<file path="src/link_port_defs.svh">
// Register offsets, field positions and protocol constants of the link port
`ifndef LINK_PORT_DEFS_SVH
`define LINK_PORT_DEFS_SVH
`define REG_CTRL        8'h00
`define REG_LREQ        8'h04
`define REG_LRESP       8'h08
`define REG_STATUS      8'h0c
`define CTRL_CFB_EN     0
`define CTRL_FLUSH      1
`define CTRL_RESET      1'h1
`define LRESP_VALID     31
`define LRESP_PEND      30
`define MAX_OUTSTANDING 5'h1f
`define RESET_DEV_REPS  2'h3
`define CMD_RESET_DEV   5'h03
`define CMD_INPUT_STAT  5'h04
`define PST_OK          5'h10
`define PST_RETRY_STOP  5'h04
`define PST_ERR_STOP    5'h05
`endif

</file>
<file path="src/link_port_pkg.sv">
// Types shared by the link port: control symbol kinds and port states
package link_port_pkg;
  typedef enum logic [2:0] {
    CS_NONE, CS_ACCEPTED, CS_RETRY, CS_NOT_ACCEPTED,
    CS_RESTART, CS_LINK_REQ, CS_LINK_RESP, CS_STATUS
  } cs_kind_t;
  typedef enum logic [1:0] {RX_OK, RX_RETRY_STOP, RX_ERR_STOP} rx_state_t;
  typedef enum logic [1:0] {TX_OK, TX_RETRY_STOP, TX_ERR_STOP} tx_state_t;
endpackage

</file>
<file path="src/link_port.sv">
// Link-level packet and link maintenance logic of one serial port
// Function
// [RULE1] Flow maps to priority and critical flow bit: D 1/1, C 1/0, B 0/1, A 0/0.
// [RULE2] Packets of same priority and critical flow keep their order.
// [RULE3] A lower priority packet never overtakes a higher priority one.
// [RULE4] Under congestion a critical packet may pass equal priority non-critical ones.
// [RULE5] Software write sends a link-request; only one outstanding at a time.
// [RULE6] Receiver answers a link-request with link-response when the command needs it.
// [RULE7] Host polls the link-response register with reads.
// [RULE8] Each serial interface has its own request and response register pair.
// [RULE9] Reset-device acts after four in a row, status only between; no response.
// [RULE10] Input-status while error-stopped restarts input after the response.
// [RULE11] Input-status also restarts a receiver waiting after a retry.
// [RULE12] Input-status answer carries port state and expected sequence id.
// [RULE13] Retry-stopped left on restart-from-retry or input-status.
// [RULE14] Error-stopped left only on input-status.
// [RULE15] Every received packet is acknowledged with a control symbol; here only packets received in RX_OK are, stop states drop them unanswered.
// [RULE16] Sequence ids tag packets, increase by one and wrap to zero.
// [RULE17] A copy of each sent packet stays until accepted or judged lost.
// [RULE18] Packets accepted only in order: next id is previous plus one mod 32.
// [RULE19] Error-free packet accepted or retried by buffer space at its priority.
// [RULE20] A packet may be cancelled at any point of its transmission.
// [RULE21] Packet error coverage kept through the port: CRC passes unchanged.
// [RULE22] Sequence id is five bits and starts at zero after reset.
// [RULE23] Never more than thirty-one unacknowledged packets outstanding.
//
// Decided for this implementation: the address map and the strobed register port.
`timescale 1ns/1ns
`include "link_port_defs.svh"
module link_port #(
  parameter int DATA_W = 32
) (
  input  wire logic                      clk_sys,
  input  wire logic                      resetn,
  input  wire logic                      clk_en,
  input  wire logic [7:0]                reg_addr,
  input  wire logic [31:0]               reg_wdata,
  input  wire logic                      reg_wr,
  input  wire logic                      reg_rd,
  output logic      [31:0]               reg_rdata,
  input  wire logic                      src_valid,
  input  wire logic [DATA_W-1:0]         src_data,
  input  wire logic [2:0]                src_flow,
  output logic                           src_ack,
  input  wire logic                      tx_cong,
  output logic                           lk_tx_valid,
  output logic      [DATA_W-1:0]         lk_tx_data,
  output logic      [4:0]                lk_tx_ack_id,
  output logic      [1:0]                lk_tx_prio,
  output logic                           lk_tx_cfb,
  output logic                           lk_tx_cancel,
  output logic                           cs_tx_valid,
  output link_port_pkg::cs_kind_t        cs_tx_kind,
  output logic      [4:0]                cs_tx_ack_id,
  output logic      [4:0]                cs_tx_arg,
  input  wire logic                      lk_rx_valid,
  input  wire logic [DATA_W-1:0]         lk_rx_data,
  input  wire logic [4:0]                lk_rx_ack_id,
  input  wire logic [1:0]                lk_rx_prio,
  input  wire logic                      lk_rx_cfb,
  input  wire logic                      lk_rx_err,
  input  wire logic [3:0]                rx_space,
  input  wire logic                      cs_rx_valid,
  input  wire link_port_pkg::cs_kind_t   cs_rx_kind,
  input  wire logic [4:0]                cs_rx_ack_id,
  input  wire logic [4:0]                cs_rx_arg,
  output logic                           dlv_valid,
  output logic      [DATA_W-1:0]         dlv_data,
  output logic      [1:0]                dlv_prio,
  output logic                           dlv_cfb,
  output logic                           dev_reset
);
  localparam int WW = DATA_W + 3;

  // Flow to {critical flow bit, priority}; without critical flows C and up share priority 2
  function automatic logic [2:0] flow_map(input logic [2:0] flow, input logic cfb_on);
    logic [2:0] m;
    m = 3'h0;
    if (!cfb_on) begin
      m = (flow >= 3'h2) ? 3'h2 : {2'h0, flow[0]};
    end else if (flow < 3'h4) begin
      m = {flow[0], 1'b0, flow[1]}; // [RULE1]
    end else begin
      m = {(flow != 3'h4), 2'h2};
    end
    return m;
  endfunction

  link_port_pkg::tx_state_t tx_st_r, tx_st_nxt;
  link_port_pkg::rx_state_t rx_st_r, rx_st_nxt;
  link_port_pkg::cs_kind_t  cs_kind_nxt, rsp_kind;
  logic [4:0]        alloc_r, alloc_nxt, send_r, send_nxt, old_r, old_nxt;
  logic [4:0]        rd_id_r, rd_id_nxt, exp_r, exp_nxt, outstanding;
  logic [4:0]        lreq_cmd_r, lreq_cmd_nxt, cs_id_nxt, cs_arg_nxt, rsp_id, rsp_arg;
  logic [4:0]        lk_id_nxt, lresp_st_r, lresp_id_r;
  logic [1:0]        park_prio_r, park_prio_nxt, rdev_cnt_r, rdev_cnt_nxt;
  logic [DATA_W-1:0] park_data_r, park_data_nxt;
  logic [WW-1:0]     new_word, lk_word_nxt, mem_q;
  logic [2:0]        src_map;
  logic park_v_r, park_v_nxt, park_cfb_r, park_cfb_nxt, replay_rd_r, replay_rd_nxt;
  logic restart_pend_r, restart_pend_nxt, lreq_pend_r, lreq_pend_nxt;
  logic lreq_out_r, lreq_out_nxt, cfb_en_r, lresp_v_r, rsp_v, new_send;
  logic src_ack_nxt, lk_valid_nxt, cancel_nxt, cs_valid_nxt, dlv_valid_nxt;
  logic dev_reset_nxt, src_pass, src_take, win_open, replaying;
  logic ctrl_wr, lreq_wr, flush, ack_in;

  assign ctrl_wr     = reg_wr && (reg_addr == `REG_CTRL);
  assign lreq_wr     = reg_wr && (reg_addr == `REG_LREQ);
  assign flush       = ctrl_wr && reg_wdata[`CTRL_FLUSH];
  assign outstanding = alloc_r - old_r;
  assign win_open    = (outstanding != `MAX_OUTSTANDING); // [RULE23]
  assign replaying   = (send_r != alloc_r);
  assign src_map     = flow_map(src_flow, cfb_en_r);
  assign src_take    = src_valid && !src_ack;
  // A waiting packet may be passed only by higher priority or by critical flow at its level
  assign src_pass    = (src_map[1:0] > park_prio_r) ||
                       ((src_map[1:0] == park_prio_r) && src_map[2] && !park_cfb_r); // [RULE3] [RULE4]

  retry_store #(.WIDTH(WW), .DEPTH(32), .AW(5)) u_store (
    .clk_sys (clk_sys),
    .clk_en  (clk_en),
    .wr_en   (new_send),
    .wr_addr (alloc_r),
    .wr_data (new_word),
    .rd_addr (send_r),
    .rd_data (mem_q)
  );

  // Receive side: in-order acceptance, stop states and link-request handling
  always_comb begin
    rx_st_nxt     = rx_st_r;
    exp_nxt       = exp_r;
    rdev_cnt_nxt  = rdev_cnt_r;
    dev_reset_nxt = 1'b0;
    dlv_valid_nxt = 1'b0;
    rsp_v         = 1'b0;
    rsp_kind      = link_port_pkg::CS_NONE;
    rsp_id        = lk_rx_ack_id;
    rsp_arg       = 5'h00;
    if (lk_rx_valid) begin
      rdev_cnt_nxt = 2'h0;
      if (rx_st_r == link_port_pkg::RX_OK) begin
        rsp_v = 1'b1; // [RULE15]
        if (lk_rx_err || (lk_rx_ack_id != exp_r)) begin
          rsp_kind  = link_port_pkg::CS_NOT_ACCEPTED; // [RULE18]
          rx_st_nxt = link_port_pkg::RX_ERR_STOP;
        end else if (rx_space[lk_rx_prio]) begin
          rsp_kind      = link_port_pkg::CS_ACCEPTED; // [RULE19]
          dlv_valid_nxt = 1'b1;
          exp_nxt       = exp_r + 5'h01; // [RULE18]
        end else begin
          rsp_kind  = link_port_pkg::CS_RETRY; // [RULE19]
          rx_st_nxt = link_port_pkg::RX_RETRY_STOP;
        end
      end
    end else if (cs_rx_valid) begin
      if (cs_rx_kind != link_port_pkg::CS_STATUS) begin
        rdev_cnt_nxt = 2'h0;
      end
      if (cs_rx_kind == link_port_pkg::CS_LINK_REQ && cs_rx_arg == `CMD_RESET_DEV) begin
        // Lockout against a spurious reset: only the fourth in a row acts, no answer
        rdev_cnt_nxt = rdev_cnt_r + 2'h1; // [RULE9]
        if (rdev_cnt_r == `RESET_DEV_REPS) begin
          dev_reset_nxt = 1'b1; // [RULE9]
          rdev_cnt_nxt  = 2'h0;
        end
      end else if (cs_rx_kind == link_port_pkg::CS_LINK_REQ &&
                   cs_rx_arg == `CMD_INPUT_STAT) begin
        rsp_v     = 1'b1; // [RULE6]
        rsp_kind  = link_port_pkg::CS_LINK_RESP;
        rsp_id    = exp_r; // [RULE12]
        rsp_arg   = (rx_st_r == link_port_pkg::RX_OK) ? `PST_OK :
                    (rx_st_r == link_port_pkg::RX_RETRY_STOP) ? `PST_RETRY_STOP :
                    `PST_ERR_STOP; // [RULE12]
        rx_st_nxt = link_port_pkg::RX_OK; // [RULE10] [RULE11] [RULE14]
      end else if (cs_rx_kind == link_port_pkg::CS_RESTART &&
                   rx_st_r == link_port_pkg::RX_RETRY_STOP) begin
        rx_st_nxt = link_port_pkg::RX_OK; // [RULE13]
      end
    end
  end

  // Registers of the receive side; delivered words are passed on untouched
  always_ff @(posedge clk_sys) begin
    if (!resetn) begin
      rx_st_r    <= link_port_pkg::RX_OK;
      exp_r      <= 5'h00;
      rdev_cnt_r <= 2'h0;
      dev_reset  <= 1'b0;
      dlv_valid  <= 1'b0;
      dlv_data   <= '0;
      dlv_prio   <= 2'h0;
      dlv_cfb    <= 1'b0;
    end else if (clk_en) begin
      rx_st_r    <= rx_st_nxt;
      exp_r      <= exp_nxt;
      rdev_cnt_r <= rdev_cnt_nxt;
      dev_reset  <= dev_reset_nxt;
      dlv_valid  <= dlv_valid_nxt;
      dlv_data   <= lk_rx_data; // [RULE21]
      dlv_prio   <= lk_rx_prio;
      dlv_cfb    <= lk_rx_cfb;
    end
  end

  // Transmit side: id assignment, parking under congestion, replay and symbol output
  always_comb begin
    alloc_nxt        = alloc_r;
    send_nxt         = send_r;
    old_nxt          = old_r;
    tx_st_nxt        = tx_st_r;
    park_v_nxt       = park_v_r;
    park_data_nxt    = park_data_r;
    park_prio_nxt    = park_prio_r;
    park_cfb_nxt     = park_cfb_r;
    restart_pend_nxt = restart_pend_r;
    lreq_pend_nxt    = lreq_pend_r;
    lreq_out_nxt     = lreq_out_r;
    lreq_cmd_nxt     = lreq_cmd_r;
    src_ack_nxt      = 1'b0;
    replay_rd_nxt    = 1'b0;
    rd_id_nxt        = send_r;
    new_send         = 1'b0;
    new_word         = {park_cfb_r, park_prio_r, park_data_r};
    lk_valid_nxt     = 1'b0;
    lk_id_nxt        = lk_tx_ack_id;
    lk_word_nxt      = {lk_tx_cfb, lk_tx_prio, lk_tx_data};
    cs_valid_nxt     = 1'b0;
    cs_kind_nxt      = cs_tx_kind;
    cs_id_nxt        = cs_tx_ack_id;
    cs_arg_nxt       = cs_tx_arg;
    ack_in           = cs_rx_valid && !lk_rx_valid;
    // Packet in flight is aborted once the partner has refused the stream
    cancel_nxt = lk_tx_valid && ack_in && (cs_rx_kind == link_port_pkg::CS_RETRY ||
                 cs_rx_kind == link_port_pkg::CS_NOT_ACCEPTED); // [RULE20]
    if (tx_st_r == link_port_pkg::TX_OK && replaying) begin
      replay_rd_nxt = 1'b1; // [RULE17]
      send_nxt      = send_r + 5'h01;
    end else if (tx_st_r == link_port_pkg::TX_OK && win_open && !replay_rd_r) begin
      if (park_v_r && !tx_cong) begin
        new_send   = 1'b1; // [RULE2]
        park_v_nxt = 1'b0;
      end else if (src_take && park_v_r) begin
        if (src_pass) begin
          new_send    = 1'b1; // [RULE4]
          src_ack_nxt = 1'b1;
          new_word    = {src_map, src_data};
        end
      end else if (src_take) begin
        src_ack_nxt = 1'b1;
        if (tx_cong && !src_map[2]) begin
          park_v_nxt    = 1'b1;
          park_data_nxt = src_data;
          park_prio_nxt = src_map[1:0];
          park_cfb_nxt  = src_map[2];
        end else begin
          new_send = 1'b1;
          new_word = {src_map, src_data};
        end
      end
    end
    if (new_send) begin
      alloc_nxt    = alloc_r + 5'h01; // [RULE16]
      send_nxt     = send_r + 5'h01;
      lk_valid_nxt = 1'b1;
      lk_id_nxt    = alloc_r; // [RULE16]
      lk_word_nxt  = new_word;
    end
    if (replay_rd_r && tx_st_r == link_port_pkg::TX_OK) begin
      lk_valid_nxt = 1'b1;
      lk_id_nxt    = rd_id_r;
      lk_word_nxt  = mem_q;
    end
    // Answers to the partner go first; own requests wait for a free slot
    if (rsp_v) begin
      cs_valid_nxt = 1'b1; // [RULE15]
      cs_kind_nxt  = rsp_kind;
      cs_id_nxt    = rsp_id;
      cs_arg_nxt   = rsp_arg;
    end else if (restart_pend_r) begin
      cs_valid_nxt     = 1'b1;
      cs_kind_nxt      = link_port_pkg::CS_RESTART;
      cs_arg_nxt       = 5'h00;
      restart_pend_nxt = 1'b0;
      tx_st_nxt        = link_port_pkg::TX_OK;
    end else if (lreq_pend_r) begin
      cs_valid_nxt  = 1'b1; // [RULE5]
      cs_kind_nxt   = link_port_pkg::CS_LINK_REQ;
      cs_arg_nxt    = lreq_cmd_r;
      lreq_pend_nxt = 1'b0;
      lreq_out_nxt  = (lreq_cmd_r == `CMD_INPUT_STAT);
    end
    if (lreq_wr && !lreq_pend_r && !lreq_out_r) begin
      lreq_pend_nxt = 1'b1; // [RULE5]
      lreq_cmd_nxt  = reg_wdata[4:0];
    end
    if (flush) begin
      // Copies judged lost are dropped; transmission restarts at the next new id
      old_nxt   = alloc_r; // [RULE17]
      send_nxt  = alloc_r;
      tx_st_nxt = link_port_pkg::TX_OK;
    end
    if (ack_in) begin
      case (cs_rx_kind)
        link_port_pkg::CS_ACCEPTED: begin
          if (cs_rx_ack_id == old_r && old_r != alloc_r) begin
            old_nxt = old_r + 5'h01; // [RULE17]
          end
        end
        link_port_pkg::CS_RETRY: begin
          tx_st_nxt        = link_port_pkg::TX_RETRY_STOP;
          send_nxt         = cs_rx_ack_id;
          replay_rd_nxt    = 1'b0;
          restart_pend_nxt = 1'b1;
        end
        link_port_pkg::CS_NOT_ACCEPTED: begin
          tx_st_nxt     = link_port_pkg::TX_ERR_STOP;
          replay_rd_nxt = 1'b0;
          if (!lreq_out_r) begin
            lreq_pend_nxt = 1'b1;
            lreq_cmd_nxt  = `CMD_INPUT_STAT;
          end
        end
        link_port_pkg::CS_LINK_RESP: begin
          if (lreq_out_r) begin
            lreq_out_nxt = 1'b0;
            if (tx_st_r == link_port_pkg::TX_ERR_STOP) begin
              old_nxt   = cs_rx_ack_id;
              send_nxt  = cs_rx_ack_id;
              tx_st_nxt = link_port_pkg::TX_OK;
            end
          end
        end
        default: begin
        end
      endcase
    end
  end

  // Registers of the transmit side
  always_ff @(posedge clk_sys) begin
    if (!resetn) begin
      alloc_r        <= 5'h00; // [RULE22]
      send_r         <= 5'h00;
      old_r          <= 5'h00;
      rd_id_r        <= 5'h00;
      tx_st_r        <= link_port_pkg::TX_OK;
      park_v_r       <= 1'b0;
      park_data_r    <= '0;
      park_prio_r    <= 2'h0;
      park_cfb_r     <= 1'b0;
      replay_rd_r    <= 1'b0;
      restart_pend_r <= 1'b0;
      lreq_pend_r    <= 1'b0;
      lreq_out_r     <= 1'b0;
      lreq_cmd_r     <= 5'h00;
      src_ack        <= 1'b0;
      lk_tx_valid    <= 1'b0;
      lk_tx_ack_id   <= 5'h00;
      {lk_tx_cfb, lk_tx_prio, lk_tx_data} <= '0;
      lk_tx_cancel   <= 1'b0;
      cs_tx_valid    <= 1'b0;
      cs_tx_kind     <= link_port_pkg::CS_NONE;
      cs_tx_ack_id   <= 5'h00;
      cs_tx_arg      <= 5'h00;
    end else if (clk_en) begin
      alloc_r        <= alloc_nxt;
      send_r         <= send_nxt;
      old_r          <= old_nxt;
      rd_id_r        <= rd_id_nxt;
      tx_st_r        <= tx_st_nxt;
      park_v_r       <= park_v_nxt;
      park_data_r    <= park_data_nxt;
      park_prio_r    <= park_prio_nxt;
      park_cfb_r     <= park_cfb_nxt;
      replay_rd_r    <= replay_rd_nxt;
      restart_pend_r <= restart_pend_nxt;
      lreq_pend_r    <= lreq_pend_nxt;
      lreq_out_r     <= lreq_out_nxt;
      lreq_cmd_r     <= lreq_cmd_nxt;
      src_ack        <= src_ack_nxt;
      lk_tx_valid    <= lk_valid_nxt;
      lk_tx_ack_id   <= lk_id_nxt;
      {lk_tx_cfb, lk_tx_prio, lk_tx_data} <= lk_word_nxt;
      lk_tx_cancel   <= cancel_nxt;
      cs_tx_valid    <= cs_valid_nxt;
      cs_tx_kind     <= cs_kind_nxt;
      cs_tx_ack_id   <= cs_id_nxt;
      cs_tx_arg      <= cs_arg_nxt;
    end
  end

  // Register port: this instance owns one request/response pair; reading the response clears it
  always_ff @(posedge clk_sys) begin
    if (!resetn) begin
      cfb_en_r   <= `CTRL_RESET;
      lresp_v_r  <= 1'b0;
      lresp_st_r <= 5'h00;
      lresp_id_r <= 5'h00;
      reg_rdata  <= 32'h0000_0000;
    end else if (clk_en) begin
      if (ctrl_wr) begin
        cfb_en_r <= reg_wdata[`CTRL_CFB_EN];
      end
      if (ack_in && cs_rx_kind == link_port_pkg::CS_LINK_RESP && lreq_out_r) begin
        lresp_v_r  <= 1'b1; // [RULE8]
        lresp_st_r <= cs_rx_arg;
        lresp_id_r <= cs_rx_ack_id;
      end else if (reg_rd && reg_addr == `REG_LRESP) begin
        lresp_v_r <= 1'b0; // [RULE7]
      end
      reg_rdata <= 32'h0000_0000;
      if (reg_rd) begin
        case (reg_addr)
          `REG_CTRL:   reg_rdata <= {31'h0, cfb_en_r};
          `REG_LREQ:   reg_rdata <= {27'h0, lreq_cmd_r};
          `REG_LRESP:  reg_rdata <= {lresp_v_r, lreq_pend_r | lreq_out_r, 20'h0,
                                     lresp_st_r, lresp_id_r}; // [RULE7]
          `REG_STATUS: reg_rdata <= {4'h0, tx_st_r, rx_st_r, 3'h0, outstanding,
                                     3'h0, alloc_r, 3'h0, exp_r};
          default:     reg_rdata <= 32'h0000_0000;
        endcase
      end
    end
  end
endmodule

</file>
<file path="src/retry_store.sv">
// Copy store of sent packets awaiting acceptance, registered read port
`timescale 1ns/1ns
module retry_store #(
  parameter int WIDTH = 35,
  parameter int DEPTH = 32,
  parameter int AW    = 5
) (
  input  wire logic             clk_sys,
  input  wire logic             clk_en,
  input  wire logic             wr_en,
  input  wire logic [AW-1:0]    wr_addr,
  input  wire logic [WIDTH-1:0] wr_data,
  input  wire logic [AW-1:0]    rd_addr,
  output logic      [WIDTH-1:0] rd_data
);
  logic [WIDTH-1:0] mem [DEPTH];

  // No reset so the array maps onto plain RAM
  always_ff @(posedge clk_sys) begin
    if (clk_en) begin
      if (wr_en) begin
        mem[wr_addr] <= wr_data;
      end
      rd_data <= mem[rd_addr];
    end
  end
endmodule

</file>
<file path="config.mk">
export PLATFORM = sky130hd
export DESIGN_NAME = link_port
export DESIGN_NICKNAME = d
export VERILOG_FILES = /design/src/link_port_pkg.sv /design/src/link_port.sv /design/src/retry_store.sv
export VERILOG_INCLUDE_DIRS = /design/src
export SDC_FILE = /design/constraint.sdc
export NUM_CORES = 1
export LEC_CHECK = 0
export ABC_CLOCK_PERIOD_IN_PS = 4530
export BUFFER_PORTS_ARGS = -buffer_cell sky130_fd_sc_hd__buf_2
export CAP_MARGIN = 40
export CORE_MARGIN = 2
export CORE_UTILIZATION = 30
export CTS_CLUSTER_DIAMETER = 30
export CTS_CLUSTER_SIZE = 20
export DETAILED_ROUTE_END_ITERATION = 7
export GPL_ROUTABILITY_DRIVEN = 0
export PLACE_DENSITY_LB_ADDON = 0.15
export SLEW_MARGIN = 0
export SYNTH_ARGS = -nofsm -noshare
export SYNTH_HDL_FRONTEND = slang
export SYNTH_SLANG_ARGS = --single-unit
</file>
<file path="constraint.sdc">
create_clock -name clk_sys -period 4.53 [get_ports clk_sys]
set_input_delay 0.2265 -clock clk_sys [delete_from_list [all_inputs] [get_ports clk_sys]]
set_output_delay 0.2265 -clock clk_sys [all_outputs]
set_load 0.02 [all_outputs]
</file>
==> impl_metrics.tcl <==
set metrics [dict create \
    syn_inst 2937 \
    die_w_um 427 \
    num_vias 30601 \
    p_leak_nw 24.8 \
    maxSlewHeadroom 0.381 \
    grt_pass1_vias 31777 \
    hold_class "in2reg" \
    antenna_found_initial 6 \
    cp.arrival_ps 4270 \
    area_growth_pct 34.2 \
    final_util 0.405 \
    min_from "reg_addr[6]" \
    whs_path_depth 4 \
    synth_top_area_cell "edfxtp_1" \
    grt_max_degree 147 \
    nets 3789 \
    seq_power_share 0.333 \
    ir_drop_uv 297 \
    postRouteAntennaNets 0 \
    clk_path_buf_depth 4 \
    muxShareOfSynthArea 0.159 \
    yosysSeqAreaShare 0.723 \
    whs_endpoint "rd_id_nxt[3]" \
    reg2reg_slack_ps 730 \
    synth_top_family_by_area "multiplexers" \
    synth_warnings 0 \
    p_int_w 0.0332 \
    route.detailed.drc 5 \
    yosys-top-cells-area "edfxtp_1 65%, mux4_2 15%, dfxtp_1 7.7%, nand2_1 2.3%, mux2i_1 1.1%" \
    use_met1 0.230 \
    powerDensity_nw_per_um2 593 \
    status "finished, violations left" \
    rsz0062_at_grt "no" \
    crit_required_ps 5010 \
    slew_viol_final 0 \
    cts_resized 0 \
    dpl.hpwl_mm 87.3 \
    synth.avg_cell_area_um2 18.3 \
    timing.rr.start "cfb_en_r" \
    drt_iter0_markers 2336 \
    synth_edf_count 1155 \
    synth-simple-area-share 0.0538 \
    fin_tns_setup_ps 0 \
    failed_checks "design-rule violations" \
    p_sw_w 0.00953 \
    use_met2 0.281 \
    synth_fa_ha_area_frac 0.00364 \
    cts.sinks 1361 \
    numCtsBuffers 356 \
    cts_setup_buffers 0 \
    chipHeight_um 427 \
    cp-start-kind "flip-flop" \
    synth_compound_area_frac 0.0394 \
    crit_fanout 21 \
    synth_common_cells "1155 x edfxtp_1, 352 x mux4_2, 330 x nand2_1, 206 x dfxtp_1, 113 x nor2_1" \
    path_class "reg2reg" \
    grt.total_usage 0.172 \
    r2r_end "u_store.mem[6][3]" \
    yosysMostFrequentCell "edfxtp_1" \
    drive_above_1_share 0.338 \
    synth_top_area_frac 0.646 \
    swShare 0.223 \
    drv_cap 0 \
    combPwrFrac 0.091 \
    final_hold_viol_count 0 \
    end_kind "flip-flop" \
    core_area_um2 178000 \
    postSynth.asyncResetShare 0 \
    clkTransAtPathRegs_ps 40 \
    ys.flop_type "edfxtp_1" \
    finalSetupViolations 0 \
    row_count 155 \
    io_pins 268 \
    tightest_slew_ps 929 \
    dieArea_um2 182000 \
    grt_pass1_wl_mm 226 \
    grt-ovfl-total 0 \
    synth-seq-cells 1361 \
    ctsHoldBuffers 128 \
    wirelength_mm 157 \
    cts_root_buffer "clkbuf_16" \
    via_per_inst 4.88 \
    start_util 0.301 \
    grt-busiest-layer "met2" \
    io_buffers 232 \
    synth-xor-area-share 0.00457 \
    wire_per_inst_um 25.1 \
    use_met3 0.0362 \
    clk_latency_ps 930 \
    min_period_ps 3800 \
    yosysUniqueCellTypes 75 \
    drtPass1Iterations 8 \
    period_share 0.838 \
    cts_tree "built" \
    p_clk_frac 0.576 \
    maxClockFrequency_mhz 263 \
    syn_area_um2 53700 \
    reg2regPathDepth 13 \
    htree_num_levels 5 \
    finClkSkew_ps 74.8 \
]
==> cell usage in the layout, fill, tap and decap left out, types with 35 or more instances in the layout <==
master,n
edfxtp_1,1155
clkbuf_16,361
mux4_2,352
nand2_1,330
buf_2,230
dfxtp_1,201
dlygate4sd3_1,128
buf_4,110
nor2_1,79
clkinv_2,67
nor2b_1,63
mux2i_1,60
a21boi_0,58
clkinv_1,55
clkbuf_1,52
bufinv_16,49
a21oi_1,40
o21ai_0,39
buf_12,36
nor2_4,35
a32o_1,35
==> stage by stage <==
step,std cells,instance area (um^2),power [W],setup WS [ps],hold WS [ps]
4_1_cts,6268,72000,0.0432,702,8.12
3_5_place_dp,5501,59000,0.0183,775,460
2_1_floorplan,2944,53700,0.0170,269,339
3_3_place_gp,5493,58800,0.0183,769,452
5_1_grt,6268,72000,0.0442,523,82.7
6_report,6269,72000,0.0427,734,94.9
==> kinds of logic after synthesis <==
logic type                 Yosys count
and+or+nand+nor                    635
DFF                               1361
muxes                              413
buffers and inverters              204
adders and majority gates           15
other                                1
xor gates and xnor gates            28
AOI/OAI and AO/OA                  280
==> final cells by class <==
cell class | instances | area [um^2]
antenna | 1 | 2.50
clock buffer | 425 | 9390
clock inverter | 214 | 2390
fill | 16114 | 106000
inverter | 24 | 90.1
multi-input combinational | 1379 | 14300
sequential | 1361 | 38800
tap | 2355 | 2950
timing repair buffer | 510 | 4090
==> critical path: stages, from the launching register on <==
cell      delay, ps
dfxtp_1         550
inv_1           220
a21o_1          250
ha_1            310
nor2b_1         130
o21ai_1         110
o311ai_2        260
buf_4           180
o311a_1         280
and2_1          210
nand2_1          70
buf_4           220
nor2_4          130
buf_4           440
==> state kept, by name, summed over array words and instances (netlist names), 24 cells and up <==
name / cells
u_store.mem: 1120
u_store.rd_data: 35
dlv_data: 32
lk_tx_data: 32
park_data_r: 32
reg_rdata: 24
==> routing by layer <==
metal	vias to the layer above	wire length, um
met5	-	0
met4	0	2800
met3	227	9080
met2	1006	76500
met1	16076	69000
li1	13292	-
==> worst max path at each step <==
stage / from / endpoint / slack, ps / cells after the start
final: cfb_en_r / u_store.mem[6][3] / 730 / 13
after CTS: cfb_en_r / u_store.mem[6][3] / 700 / 13
after detailed placement: cfb_en_r / u_store.mem[6][9] / 780 / 13
after floorplan: alloc_r[0] / u_store.mem[28][0] / 270 / 10
after global routing: alloc_r[0] / park_data_r[23] / 520 / 13
after global placement: cfb_en_r / u_store.mem[6][9] / 770 / 13
==> power groups by stage <==
stage	logic [W]	clock network, W	registers [W]
finish	0.00390	0.0246	0.0142
global route	0.00422	0.0257	0.0142
CTS	0.00399	0.0250	0.0142
detailed placement	0.00391	0	0.0144
global placement	0.00388	0	0.0144
floorplan	0.00260	0	0.0144
Note: power is estimated with default switching activity, not from simulation.
